File: src/core/tsa_consts.svh
// constants of the terminal serial adapter: offsets, codes, timing
// assumes a 25 MHz system clock and word-aligned Avalon-MM byte addresses
`ifndef TSA_CONSTS_SVH
`define TSA_CONSTS_SVH

// ----------------------------------------------------------------
// timing
// ----------------------------------------------------------------
`define TSA_CLK_HZ 25000000
`define TSA_BAUD 110
`define TSA_BIT_CYCLES (`TSA_CLK_HZ / `TSA_BAUD)
`define TSA_BREAK_MS 250
`define TSA_BREAK_CYCLES ((`TSA_CLK_HZ / 1000) * `TSA_BREAK_MS)

// ----------------------------------------------------------------
// register map and fields
// ----------------------------------------------------------------
`define TSA_REG_CTRL 4'h0
`define TSA_REG_STAT 4'h4
`define TSA_DEV_RST 4'h1

// ----------------------------------------------------------------
// frame and codes
// ----------------------------------------------------------------
`define TSA_FRAME_BITS 4'hB
`define TSA_SEL_BIT 7
`define TSA_CTL_BIT 6
`define TSA_WR_BIT 5
`define TSA_CODE_PON 7'h12
`define TSA_CODE_POFF 7'h14
`define TSA_CODE_LPAR 7'h28
`define TSA_CODE_RPAR 7'h29
`define TSA_CODE_QM 7'h3F
`define TSA_CODE_STX 7'h02
`define TSA_CODE_ETX 7'h03

`endif

File: src/core/tsa_pkg.sv
// types of the terminal serial adapter
// assumes tsa_consts.svh for all figures
package tsa_pkg;
	typedef enum logic [1:0] {
		TSA_HK_IDLE = 2'b00,
		TSA_HK_PON = 2'b01,
		TSA_HK_POFF = 2'b10,
		TSA_HK_PAREN = 2'b11
	} tsa_hk_t;

	typedef struct packed {
		logic comp_add;
		logic control;
		logic clear_service_request;
		logic outgoing_char_strobe;
		logic read;
		logic request;
		logic status;
		logic status_reset;
		logic write;
		logic [7:0] out_data;
	} tsa_lu_in_t;

	typedef struct packed {
		logic char_accepted;
		logic device_on;
		logic fault;
		logic incoming_char_strobe;
		logic load;
		logic service_request_flag;
		logic status_ready;
		logic [6:0] in_data;
	} tsa_lu_out_t;

	typedef struct packed {
		logic ack;
		logic [31:0] rdata;
		logic [3:0] dev_num;
		logic s_meta;
		logic s_sync;
		logic sel;
		logic op_ctl;
		logic op_wr;
		logic need_pon;
		logic rx_run;
		logic [23:0] rx_cnt;
		logic [10:0] rx_sr;
		logic rx_full;
		logic [6:0] rx_char;
		logic brk_seen;
		logic brk_done;
		logic [23:0] brk_cnt;
		logic local_mode;
		logic remote_block_flag;
		logic fault;
		logic load;
		logic error;
		logic service_request_flag;
		logic tx_run;
		logic tx_data;
		logic [23:0] tx_cnt;
		logic [3:0] tx_bits;
		logic [10:0] output_shift_reg;
		tsa_hk_t hk;
		logic hk_close;
		logic hk_wait;
		logic pend;
		logic [7:0] pend_char;
		logic acc;
		logic in_stb;
	} tsa_st_t;
endpackage

File: src/core/tsa_adapter.sv
// terminal serial adapter: line unit handshake to start/stop serial terminal link
// assumes line unit logic on clk_sys, serial_in from a pin, Avalon-MM master on clk_sys
//
// Our own choices: the placing of the registers and the Avalon-MM register port.
`include "tsa_consts.svh"
`timescale 1ns/1ps
`default_nettype none

// Functional notes
// serial frame: one start space, character with parity, two stop marks.
// mark is one, space is zero; idle and stop are one.
// processor side carries seven code bits plus parity, checked as elsewhere.
// seven input data lines back; eight output lines in (data plus parity).
// select: bit 7 set, bit 6 control, bit 5 write, bits 4..1 device BCD.
// device_on answers compare-address only when device number matches.
// outgoing strobe loads shift register; char_accepted follows once taken.
// request is answered by incoming strobe gating the received character.
// status reset clears fault, load and error flags.
// clear_service_request clears the service request flag.
// read, write, control give the operation; status requests status.
// printer-on code precedes every new write operation.
// device only acts on line unit requests or terminal input.
// break of a quarter second or more toggles local mode.
// start or break preloads input register ones, stop position zero.
// completed character with low last stop bit is a break.
// local holds fault set; remote block stops characters to terminal.
// entering local sends printer-on, punch-off, then left paren.
// left paren shows local, right paren shows on-line.
// leaving local: right paren at once, or after status if busy.
// write-control question mark never printed; fault status if local.
// marker at count-mode detector: parallel mode, clock stop, char ready.
// gated bit clock from build-time rate, running only per character.
module tsa_adapter #(
	parameter int BIT_CYCLES = `TSA_BIT_CYCLES,
	parameter int BREAK_CYCLES = `TSA_BREAK_CYCLES
) (
	// clock and reset
	input wire logic clk_sys,
	input wire logic reset,
	// avalon-mm slave
	input wire logic [3:0] avs_address,
	input wire logic avs_read,
	input wire logic avs_write,
	input wire logic [31:0] avs_writedata,
	output logic [31:0] avs_readdata,
	output logic avs_waitrequest,
	// line unit
	input wire tsa_pkg::tsa_lu_in_t lu_i,
	output tsa_pkg::tsa_lu_out_t lu_o,
	// terminal link
	input wire logic serial_in,
	output logic serial_out
);
	import tsa_pkg::*;

	tsa_st_t st_ff;
	tsa_st_t nxt_st;
	logic bus_req;
	logic sel_match;
	logic wr_stb;
	logic qmark;
	logic rx_done;
	logic rx_break;
	logic [10:0] rx_shift;
	logic [31:0] rd_word;

	function automatic logic [10:0] tsa_frame(input logic [6:0] c, input logic p);
		tsa_frame = {2'b11, p, c, 1'b0};
	endfunction

	// ----------------------------------------------------------------
	// combinational decode
	// ----------------------------------------------------------------
	assign bus_req = avs_read | avs_write;
	assign sel_match = lu_i.out_data[`TSA_SEL_BIT] & (lu_i.out_data[4:1] == st_ff.dev_num);
	assign wr_stb = st_ff.sel & lu_i.outgoing_char_strobe & ~lu_i.comp_add & lu_i.write;
	assign qmark = st_ff.op_ctl & st_ff.op_wr & (lu_i.out_data[6:0] == `TSA_CODE_QM);
	assign rx_shift = {st_ff.s_sync, st_ff.rx_sr[10:1]};
	assign rx_done = st_ff.rx_run & (st_ff.rx_cnt == 24'h0000) & ~rx_shift[0];
	assign rx_break = rx_done & ~rx_shift[10];

	always_comb begin
		rd_word = 32'h0000_0000;
		if (avs_address == `TSA_REG_CTRL) begin
			rd_word[3:0] = st_ff.dev_num;
		end else if (avs_address == `TSA_REG_STAT) begin
			rd_word[9:0] = {st_ff.hk_wait, st_ff.in_stb, st_ff.rx_full, st_ff.tx_run,
				st_ff.sel, st_ff.service_request_flag, st_ff.error, st_ff.load,
				st_ff.fault, st_ff.local_mode};
		end
	end

	// ----------------------------------------------------------------
	// next state
	// ----------------------------------------------------------------
	always_comb begin
		nxt_st = st_ff;
		nxt_st.s_meta = serial_in;
		nxt_st.s_sync = st_ff.s_meta;
		nxt_st.acc = 1'b0;
		// bus slave, one wait cycle
		nxt_st.ack = bus_req & ~st_ff.ack;
		if (avs_read & ~st_ff.ack) begin
			nxt_st.rdata = rd_word;
		end
		if (avs_write & st_ff.ack & (avs_address == `TSA_REG_CTRL)) begin
			nxt_st.dev_num = avs_writedata[3:0];
		end
		// selection
		if (lu_i.comp_add) begin
			nxt_st.sel = sel_match;
			nxt_st.op_ctl = lu_i.out_data[`TSA_CTL_BIT];
			nxt_st.op_wr = lu_i.out_data[`TSA_WR_BIT];
			nxt_st.need_pon = sel_match & lu_i.out_data[`TSA_WR_BIT]
				& ~lu_i.out_data[`TSA_CTL_BIT];
		end
		if (lu_i.status_reset) begin
			nxt_st.fault = st_ff.local_mode;
			nxt_st.load = 1'b0;
			nxt_st.error = 1'b0;
		end
		if (lu_i.clear_service_request) begin
			nxt_st.service_request_flag = 1'b0;
		end
		// characters from the line unit
		if (wr_stb) begin
			if (st_ff.local_mode) begin
				nxt_st.fault = 1'b1;
			end
			if (st_ff.remote_block_flag | qmark) begin
				nxt_st.acc = 1'b1;
			end else if (~st_ff.pend) begin
				nxt_st.pend = 1'b1;
				nxt_st.pend_char = lu_i.out_data;
			end
		end
		// receiver, bit clock runs only inside a character
		if (~st_ff.rx_run) begin
			if (~st_ff.s_sync & ~st_ff.brk_seen & ~st_ff.rx_full) begin
				nxt_st.rx_run = 1'b1;
				nxt_st.rx_cnt = 24'(BIT_CYCLES + BIT_CYCLES / 2 - 1);
				nxt_st.rx_sr = 11'b011_1111_1111;
			end
		end else if (st_ff.rx_cnt == 24'h0000) begin
			nxt_st.rx_cnt = 24'(BIT_CYCLES - 1);
			nxt_st.rx_sr = rx_shift;
			if (rx_done) begin
				nxt_st.rx_run = 1'b0;
				if (rx_break) begin
					nxt_st.brk_seen = 1'b1;
					nxt_st.brk_cnt = 24'h0000;
				end else if (~st_ff.local_mode) begin
					nxt_st.rx_full = 1'b1;
					nxt_st.rx_char = rx_shift[7:1];
					if (^rx_shift[8:1]) begin
						nxt_st.error = 1'b1;
					end
					if (rx_shift[7:1] == `TSA_CODE_STX) begin
						nxt_st.load = 1'b1;
					end
					if (rx_shift[7:1] == `TSA_CODE_ETX) begin
						nxt_st.service_request_flag = 1'b1;
					end
				end
			end
		end else begin
			nxt_st.rx_cnt = st_ff.rx_cnt - 24'h00_0001;
		end
		// break timing and local toggle
		if (st_ff.brk_seen) begin
			if (st_ff.s_sync) begin
				nxt_st.brk_seen = 1'b0;
				if (st_ff.brk_done) begin
					nxt_st.brk_done = 1'b0;
					nxt_st.hk = TSA_HK_PON;
					nxt_st.hk_close = ~st_ff.local_mode;
					nxt_st.hk_wait = ~st_ff.local_mode & (lu_i.read | lu_i.write);
				end
			end else if (~st_ff.brk_done) begin
				if (st_ff.brk_cnt == 24'(BREAK_CYCLES - 1)) begin
					nxt_st.brk_done = 1'b1;
					nxt_st.local_mode = ~st_ff.local_mode;
					if (~st_ff.local_mode) begin
						nxt_st.remote_block_flag = 1'b1;
						nxt_st.fault = 1'b1;
					end
				end else begin
					nxt_st.brk_cnt = st_ff.brk_cnt + 24'h00_0001;
				end
			end
		end
		if (st_ff.hk_wait & lu_i.status) begin
			nxt_st.hk_wait = 1'b0;
		end
		// incoming strobe toward the line unit
		if (st_ff.in_stb) begin
			if (~lu_i.request) begin
				nxt_st.in_stb = 1'b0;
				nxt_st.rx_full = 1'b0;
			end
		end else if (st_ff.sel & lu_i.read & lu_i.request & st_ff.rx_full
			& ~st_ff.local_mode) begin
			nxt_st.in_stb = 1'b1;
		end
		// transmitter
		if (st_ff.tx_run) begin
			if (st_ff.tx_cnt == 24'h0000) begin
				nxt_st.tx_cnt = 24'(BIT_CYCLES - 1);
				nxt_st.output_shift_reg = {1'b1, st_ff.output_shift_reg[10:1]};
				nxt_st.tx_bits = st_ff.tx_bits - 4'h1;
				if (st_ff.tx_bits == 4'h1) begin
					nxt_st.tx_run = 1'b0;
					nxt_st.acc = st_ff.tx_data;
					nxt_st.tx_data = 1'b0;
				end
			end else begin
				nxt_st.tx_cnt = st_ff.tx_cnt - 24'h00_0001;
			end
		end else if ((st_ff.hk != TSA_HK_IDLE) & ~((st_ff.hk == TSA_HK_PAREN) & st_ff.hk_wait)) begin
			nxt_st.tx_run = 1'b1;
			nxt_st.tx_cnt = 24'(BIT_CYCLES - 1);
			nxt_st.tx_bits = `TSA_FRAME_BITS;
			unique case (st_ff.hk)
				TSA_HK_PON: begin
					nxt_st.output_shift_reg = tsa_frame(`TSA_CODE_PON, ^`TSA_CODE_PON);
					nxt_st.hk = TSA_HK_POFF;
				end
				TSA_HK_POFF: begin
					nxt_st.output_shift_reg = tsa_frame(`TSA_CODE_POFF, ^`TSA_CODE_POFF);
					nxt_st.hk = TSA_HK_PAREN;
				end
				TSA_HK_PAREN: begin
					if (st_ff.hk_close) begin
						nxt_st.output_shift_reg = tsa_frame(`TSA_CODE_RPAR, ^`TSA_CODE_RPAR);
						nxt_st.remote_block_flag = 1'b0;
					end else begin
						nxt_st.output_shift_reg = tsa_frame(`TSA_CODE_LPAR, ^`TSA_CODE_LPAR);
					end
					nxt_st.hk = TSA_HK_IDLE;
				end
				TSA_HK_IDLE: begin
					nxt_st.tx_run = 1'b0;
				end
			endcase
		end else if (st_ff.pend) begin
			nxt_st.tx_run = 1'b1;
			nxt_st.tx_cnt = 24'(BIT_CYCLES - 1);
			nxt_st.tx_bits = `TSA_FRAME_BITS;
			if (st_ff.need_pon) begin
				nxt_st.output_shift_reg = tsa_frame(`TSA_CODE_PON, ^`TSA_CODE_PON);
				nxt_st.need_pon = 1'b0;
			end else begin
				nxt_st.output_shift_reg = tsa_frame(st_ff.pend_char[6:0], st_ff.pend_char[7]);
				nxt_st.pend = 1'b0;
				nxt_st.tx_data = 1'b1;
			end
		end
	end

	// ----------------------------------------------------------------
	// state register
	// ----------------------------------------------------------------
	always_ff @(posedge clk_sys) begin
		if (reset) begin
			st_ff <= '0;
			st_ff.dev_num <= `TSA_DEV_RST;
			st_ff.s_meta <= 1'b1;
			st_ff.s_sync <= 1'b1;
			st_ff.output_shift_reg <= 11'h7FF;
			st_ff.hk <= TSA_HK_IDLE;
		end else begin
			st_ff <= nxt_st;
		end
	end

	// ----------------------------------------------------------------
	// outputs
	// ----------------------------------------------------------------
	assign avs_waitrequest = bus_req & ~st_ff.ack;
	assign avs_readdata = st_ff.rdata;
	assign serial_out = st_ff.output_shift_reg[0];
	assign lu_o.char_accepted = st_ff.acc;
	assign lu_o.device_on = lu_i.comp_add & sel_match;
	assign lu_o.fault = st_ff.fault;
	assign lu_o.incoming_char_strobe = st_ff.in_stb;
	assign lu_o.load = st_ff.load;
	assign lu_o.service_request_flag = st_ff.service_request_flag;
	assign lu_o.status_ready = st_ff.sel & lu_i.status & ~st_ff.tx_run & ~st_ff.pend;
	assign lu_o.in_data = st_ff.rx_char;

	// ----------------------------------------------------------------
	// assertions
	// ----------------------------------------------------------------
	a_bus_one_wait: assert property (@(posedge clk_sys) disable iff (reset)
		bus_req && avs_waitrequest |=> !avs_waitrequest)
		else $error("bus answer late");
	a_device_on_match: assert property (@(posedge clk_sys) disable iff (reset)
		lu_o.device_on |-> lu_i.out_data[7] && lu_i.out_data[4:1] == st_ff.dev_num)
		else $error("device_on without match");
	a_local_holds_fault: assert property (@(posedge clk_sys) disable iff (reset)
		st_ff.local_mode && $past(st_ff.local_mode) |-> lu_o.fault)
		else $error("fault dropped in local");
	a_start_bit_space: assert property (@(posedge clk_sys) disable iff (reset)
		$rose(st_ff.tx_run) |-> !serial_out ##1 !serial_out)
		else $error("no start space");
	a_stop_marks: assert property (@(posedge clk_sys) disable iff (reset)
		st_ff.tx_run && st_ff.tx_bits <= 4'h2 |-> serial_out)
		else $error("stop bit not mark");
	a_pon_before_write: assert property (@(posedge clk_sys) disable iff (reset)
		$rose(st_ff.tx_data) |-> !st_ff.need_pon)
		else $error("write char before printer-on");
	a_service_request_flag_clear: assert property (@(posedge clk_sys) disable iff (reset)
		lu_i.clear_service_request && !rx_done |=> !lu_o.service_request_flag)
		else $error("service request not cleared");
	a_status_clear: assert property (@(posedge clk_sys) disable iff (reset)
		lu_i.status_reset && !rx_done |=> !lu_o.load && !st_ff.error)
		else $error("status flags not cleared");
	a_in_stb_cause: assert property (@(posedge clk_sys) disable iff (reset)
		$rose(lu_o.incoming_char_strobe) |-> $past(lu_i.request) && !st_ff.local_mode)
		else $error("incoming strobe without request");
	a_block_write: assert property (@(posedge clk_sys) disable iff (reset)
		wr_stb && (st_ff.remote_block_flag || qmark) |=> lu_o.char_accepted && !st_ff.pend)
		else $error("blocked char queued");
	c_char_in: cover property (@(posedge clk_sys) $rose(lu_o.incoming_char_strobe));
	c_char_out: cover property (@(posedge clk_sys) lu_o.char_accepted);
	c_enter_local: cover property (@(posedge clk_sys) $rose(st_ff.local_mode));
endmodule

`default_nettype wire

File: config.mk
export PLATFORM = sky130hd
export DESIGN_NAME = tsa_adapter
export DESIGN_NICKNAME = d
export VERILOG_FILES = /design/src/core/tsa_pkg.sv /design/src/core/tsa_adapter.sv
export VERILOG_INCLUDE_DIRS = /design/src /design/src/core
export SDC_FILE = /design/constraint.sdc
export NUM_CORES = 1
export LEC_CHECK = 0
export BUFFER_PORTS_ARGS = -buffer_cell sky130_fd_sc_hd__buf_2
export CAP_MARGIN = 15
export CORE_MARGIN = 4
export CORE_UTILIZATION = 50
export CTS_BUF_LIST = sky130_fd_sc_hd__clkbuf_16
export CTS_CLUSTER_DIAMETER = 80
export CTS_CLUSTER_SIZE = 20
export DETAILED_ROUTE_END_ITERATION = 8
export PLACE_DENSITY = 0.7
export SYNTH_ARGS = -nofsm -noshare
export SYNTH_HDL_FRONTEND = slang
export SYNTH_SLANG_ARGS = --single-unit
File: constraint.sdc
create_clock -name clk_sys -period 3.3 [get_ports clk_sys]
set_input_delay 0 -clock clk_sys [delete_from_list [all_inputs] [get_ports clk_sys]]
set_output_delay 0 -clock clk_sys [all_outputs]
set_load 0.005 [all_outputs]
==> results of run 1 <==
[metrics by stage]
| stage | setup slack, ns | utilization | hold slack [ns] |
|---|---|---|---|
| 5_1_grt | 0.669 | 0.579 | 0.0464 |
| 4_1_cts | 0.821 | 0.579 | 0.0117 |
| 3_5_place_dp | 0.832 | 0.525 | 0.217 |
| 2_1_floorplan | 1.31 | - | 0.0980 |
| 6_report | 0.828 | 0.579 | 0.0243 |
| 3_3_place_gp | 0.837 | 0.525 | 0.208 |
[sequential cells by signal, indices dropped and copies added, names as in the netlist]
name,flops
st_ff,117
lu_o,12
rx_shift,11
avs_readdata,10
nxt_st,1
serial_out,1
[cells in the mapped netlist, drive strengths merged, types with 7 or more instances]
master  number  area (um^2)
xnor2       21          184
dfxtp      152         3040
nor2       115          442
nand3       27          135
and2         8         50.1
nand2       48          180
buf         62          433
nand2b       8         50.1
a211oi      14          110
or3          7         43.8
o21a        12         90.1
inv         26         97.6
a221oi      12          105
and4        10         87.6
nor2b        7         43.8
clkbuf      25         93.8
o21ai       32          164
and3        18          113
a31oi       11         81.3
nor4        21          214
ha          15          188
nand4       12         81.3
or2          8         50.1
a22oi        9         67.6
mux2i       37          370
nor3        49          250
a21oi       56          280
[cell type report]
type	instances	area, um^2	share of cell area
repair buffers	92	618	0.0700
flip-flops and latches	152	3040	0.345
well taps	211	264	0.0299
inverters	26	97.6	0.0110
multi-input cells	665	4230	0.479
clock inverters	15	154	0.0174
clock buffers	17	425	0.0482
[path summary, 6_finish.rpt]
| check | from | to | slack (ns) | depth (start not counted) |
|---|---|---|---|---|
| setup / recovery | st_ff[107]$_SDFFE_PP0P_ | st_ff[72]$_SDFF_PP0_ | 0.83 | 8 |
| setup reg to reg | st_ff[107]$_SDFFE_PP0P_ | st_ff[72]$_SDFF_PP0_ | 0.83 | 8 |
| hold reg to reg | nxt_st[136]$_SDFF_PP1_ | rx_shift[10]$_SDFF_PP1_ | 0.41 | 1 |
| hold / removal | lu_i[12] | lu_o[10]$_SDFF_PP0_ | 0.02 | 3 |
[layer usage]
layer,GRT usage,wire length (um),share of wire
met5,0,0,0
met4,0.0756,426,0.023
met3,0.0392,692,0.038
met2,0.322,8420,0.46
met1,0.284,8750,0.48
[tightest hold or removal path, cell delays in order]
cell,delay (ns)
buf_2,0.13
a41oi_1,0.20
nor3b_1,0.07
[power by group]
| group | leakage, nW | total, mW | internal (mW) | switching, mW |
|---|---|---|---|---|
| combinational | 1.85 | 0.508 | 0.200 | 0.308 |
| sequential | 1.23 | 1.95 | 1.89 | 0.0664 |
| clock | 0.287 | 1.91 | 1.12 | 0.792 |
| total | 3.37 | 4.37 | 3.20 | 1.17 |
[kinds of logic (layout without fill, tap and decap cells)]
| group | count (synthesis) | after routing |
|---|---|---|
| compound gates | 202 | 202 |
| simple gates | 362 | 362 |
| flops | 152 | 152 |
| other cells | 1 | 22 |
| xor+xnor | 27 | 27 |
| mux | 37 | 37 |
| buf+inv | 113 | 150 |
| fa+ha+maj | 15 | 15 |
[timing repair]
action / in CTS / in global routing
hold endpoints to repair: 26 / 0
resized for setup: 0 / 0
hold buffers: 24 / 0
setup endpoints to repair: 0 / 0
==> impl_metrics.yaml, run 1 <==
synthesis:
  async_flop_share: 0
  synthCells: 909
  synth_edf_count: 0
  synth_warnings: 0
  yosysSeqAreaShare: 0.389
  synthAdderAreaFrac: 0.0240
  synth-compound-area-share: 0.180
  synthSimpleGateAreaFrac: 0.249
  synth_xor_area_frac: 0.0302
  ys_ff_latch: 152
  synthFlopType: "dfxtp_1"
  synthMuxAreaShare: 0.0474
  synth_top_family_by_area: "simple AND/OR/NAND/NOR gates"
  synth_cell_type_count: 75
  netlist_area_um2: 7820
  avgSynthCellArea_um2: 8.60
sta:
  drv_slew: 0
  final.setup.tns_ns: 0
  timing.slew.headroom: 0.427
  tightest_slew_ns: 0.859
  post-route-period-util: 0.749
  period_needed_ns: 2.47
  skew_ns: 0.0123
  hold_viol: 0
  fmax_ghz: 0.405
  setup_viol: 0
  rsz0062_at_grt: "false"
clocking:
  clk_pin_slew_ns: 0.06
  cts_tree: "built"
  post_cts_buffers: 0
  cts_buffer_depth: 2
  cts_made_buffers: 17
  cts.sinks: 152
  h-tree-depth: 4
  clockRootBuffer: "clkbuf_16"
  clk-insertion-delay-late_ns: 0.43
global_routing:
  grt_max_degree: 49
  grt_usage: 0.206
  grt_first_pass_wirelength_um: 30600
  grt_overflow: 0
  first_global_vias: 6133
  antenna_found_initial: 0
placement:
  portBuffers: 54
  dpl-instance-area_um2: 8010
  routabilityCongestion: 0.861
  dp_cells: 1122
  dp_hpwl_um: 12200
layout:
  nets: 1027
  design_area_um2: 8830
  diodes: 0
  drive_gt1_frac: 0.131
  fillerInstances: 1363
  area_delta_synth_final_pct: 13.0
  final_cells: 1178
  final_cell_mix: "dfxtp_1, nor2_1, a21oi_1, buf_2"
  final_common_cell: "dfxtp_1"
floorplanning:
  die-area_um2: 17700
  core-area_um2: 15300
  io_pins: 106
  initial_utilization: 0.512
  die_h_um: 133
  num_rows: 45
  die_w_um: 133
worst_hold_path:
  hold_class: "input pin to register"
route:
  vias: 6695
  drt_pass1_iterations: 5
  vias_per_cell: 5.68
  first_iter_violations: 475
  drc: 0
  postRouteAntennaNets: 0
  wire_per_inst_um: 15.5
  routed_wl_um: 18300
critical_path:
  crit_chain: "inv_1 > ha_1 > nor4b_2 > and4_1 > a31oi_2 > buf_4 > and2_1 > a221o_1"
  cp_slowest_cell: "and4_1"
  critPathBufInv: 2
  worstPathMaxFanout: 13
  cp_top_family: "simple AND/OR/NAND/NOR gates"
  slowest_delay_ns: 0.44
  worstSetupPathType: "register to register"
  crit_required_ns: 3.61
  end_kind: "register"
  startpoint_type: "register"
  arrival_ns: 2.78
power_and_ir_drop:
  vdd.ir_drop.worst_mv: 0.386
  power.total_mw: 4.37
  powerDensity_nw_per_um2: 494
  power_leakage_nw: 3.37
outcome:
  outcome: "complete, no violations"
flow_run:
  maxCapViolations: 0
Note: power is estimated with default switching activity, not from simulation.
==> run 2, diff against run 1 <==
- PLACE_DENSITY: 0.7 -> 0.73
- clock period: 3.3 -> 2.02 ns (I/O delays scaled with it)
==> impl_metrics.yaml, run 2 (synthesized netlist as in run 1, its figures left out) <==
sta:
  tightest_slew_ns: 0.862
  setup_viol: 0
  skew_ns: 0.0127
  fmax_ghz: 0.511
  period_needed_ns: 1.96
  post-route-period-util: 0.969
  timing.slew.headroom: 0.421
  drv_slew: 0
  hold_viol: 0
clocking:
  h-tree-depth: 4
  cts_made_buffers: 17
  cts_buffer_depth: 2
  cts.sinks: 152
  clk-insertion-delay-late_ns: 0.44
  cts_tree: "built"
  clk_pin_slew_ns: 0.07
  clockRootBuffer: "clkbuf_16"
route:
  vias_per_cell: 5.66
  vias: 7183
  routed_wl_um: 20000
  postRouteAntennaNets: 0
  drt_pass1_iterations: 5
  drc: 0
  first_iter_violations: 541
  wire_per_inst_um: 15.8
layout:
  fillerInstances: 1254
  final_common_cell: "dfxtp_1"
  nets: 1119
  largest_register_ffs: 117
  area_delta_synth_final_pct: 24.8
  regMostFlops: "st_ff"
  diodes: 0
  final_cells: 1270
  drive_gt1_frac: 0.229
  final_cell_mix: "dfxtp_1, nor2_1, buf_4, a21oi_1, buf_2"
critical_path:
  arrival_ns: 2.28
  startpoint_type: "register"
  worstPathMaxFanout: 7
  end_kind: "register"
  worstSetupPathType: "register to register"
  crit_required_ns: 2.34
floorplanning:
  io_pins: 106
  die_h_um: 133
  core-area_um2: 15300
  num_rows: 45
  die-area_um2: 17700
  initial_utilization: 0.512
  die_w_um: 133
power_and_ir_drop:
  power.share.switching: 0.280
  p_int_mw: 5.46
  pwr-share-seq: 0.419
  power_frac_clock: 0.436
  power_leakage_nw: 3.89
  vdd.ir_drop.worst_mv: 0.641
  power.switching_mw: 2.12
  pwr-share-comb: 0.145
  powerDensity_nw_per_um2: 777
  power.total_mw: 7.58
global_routing:
  first_global_vias: 6763
  grt_usage: 0.221
  grt_first_pass_wirelength_um: 32600
  grt_max_degree: 79
  grt_overflow: 0
  antenna_found_initial: 0
outcome:
  outcome: "complete, no violations"
flow_run:
  maxCapViolations: 0
worst_hold_path:
  hold_class: "input pin to register"
placement:
  dp_hpwl_um: 13400
  routabilityCongestion: 0.886
  portBuffers: 54
  dp_cells: 1210
-- run 2: area by class of cell --
type / count / area, um^2 / share of cell area
multi-input combinational: 665 / 4380 / 0.449
sequential: 152 / 3050 / 0.312
timing repair buffer: 184 / 1370 / 0.140
clock buffer: 17 / 425 / 0.0436
tap: 211 / 264 / 0.0271
clock inverter: 15 / 176 / 0.0181
inverter: 26 / 97.6 / 0.0100
-- run 2: worst max-delay path, stage by stage (launching register included) --
cell     delay [ns]
dfxtp_1        0.38
or4_1          0.56
or3_1          0.37
o31a_1         0.29
o21ai_0        0.18
nand2_1        0.07
-- run 2: worst paths after layout --
path         depth (start not counted)                      end  slack (ns)               startpoint
max                                  5  st_ff[122]$_SDFFE_PP0P_        0.06  st_ff[116]$_SDFFE_PP0P_
min                                  5  st_ff[140]$_SDFFE_PP0P_        0.04                avs_write
max reg2reg                          5  st_ff[122]$_SDFFE_PP0P_        0.06  st_ff[116]$_SDFFE_PP0P_
min reg2reg                          1  rx_shift[10]$_SDFF_PP1_        0.46   nxt_st[136]$_SDFF_PP1_
-- run 2: timing repair --
action                     in CTS  in global routing
gates resized for setup         8                 29
setup buffers                   0                  2
cloned                          0                  0
hold buffers                   26                  0
hold endpoints to repair       42                  0
pin swaps                       0                  3
setup endpoints to repair      26                 50
-- run 2: metal layers --
metal	share of wire	vias up	GRT usage
met5	0	-	0
met4	0.019	0	0.0722
met3	0.043	29	0.0460
met2	0.49	176	0.364
met1	0.45	3446	0.289
li1	-	3532	-
-- run 2: power groups by stage --
stage                     registers (mW)  clock network, mW  logic, mW
after floorplan                     3.22                  0      0.641
after global placement              3.23                  0      0.966
after detailed placement            3.23                  0      0.977
after CTS                           3.17               3.34       1.03
after global routing                3.19               3.46       1.20
final                               3.18               3.30       1.10
-- run 2: metrics by stage --
stage / hold WS [ns] / utilization / setup TNS [ns] / worst slack, ns / instance area [um^2]
6_report: 0.0416 / 0.640 / 0 / 0.0617 / 9760
5_1_grt: 0.0644 / 0.640 / -0.00446 / -0.00446 / 9760
4_1_cts: 0.0240 / 0.630 / 0 / 0.00695 / 9610
3_5_place_dp: 0.188 / 0.571 / -0.349 / -0.0542 / 8710
3_3_place_gp: 0.185 / 0.571 / 0 / 0.00260 / 8710
2_1_floorplan: 0.0980 / - / 0 / 0.0303 / 7900
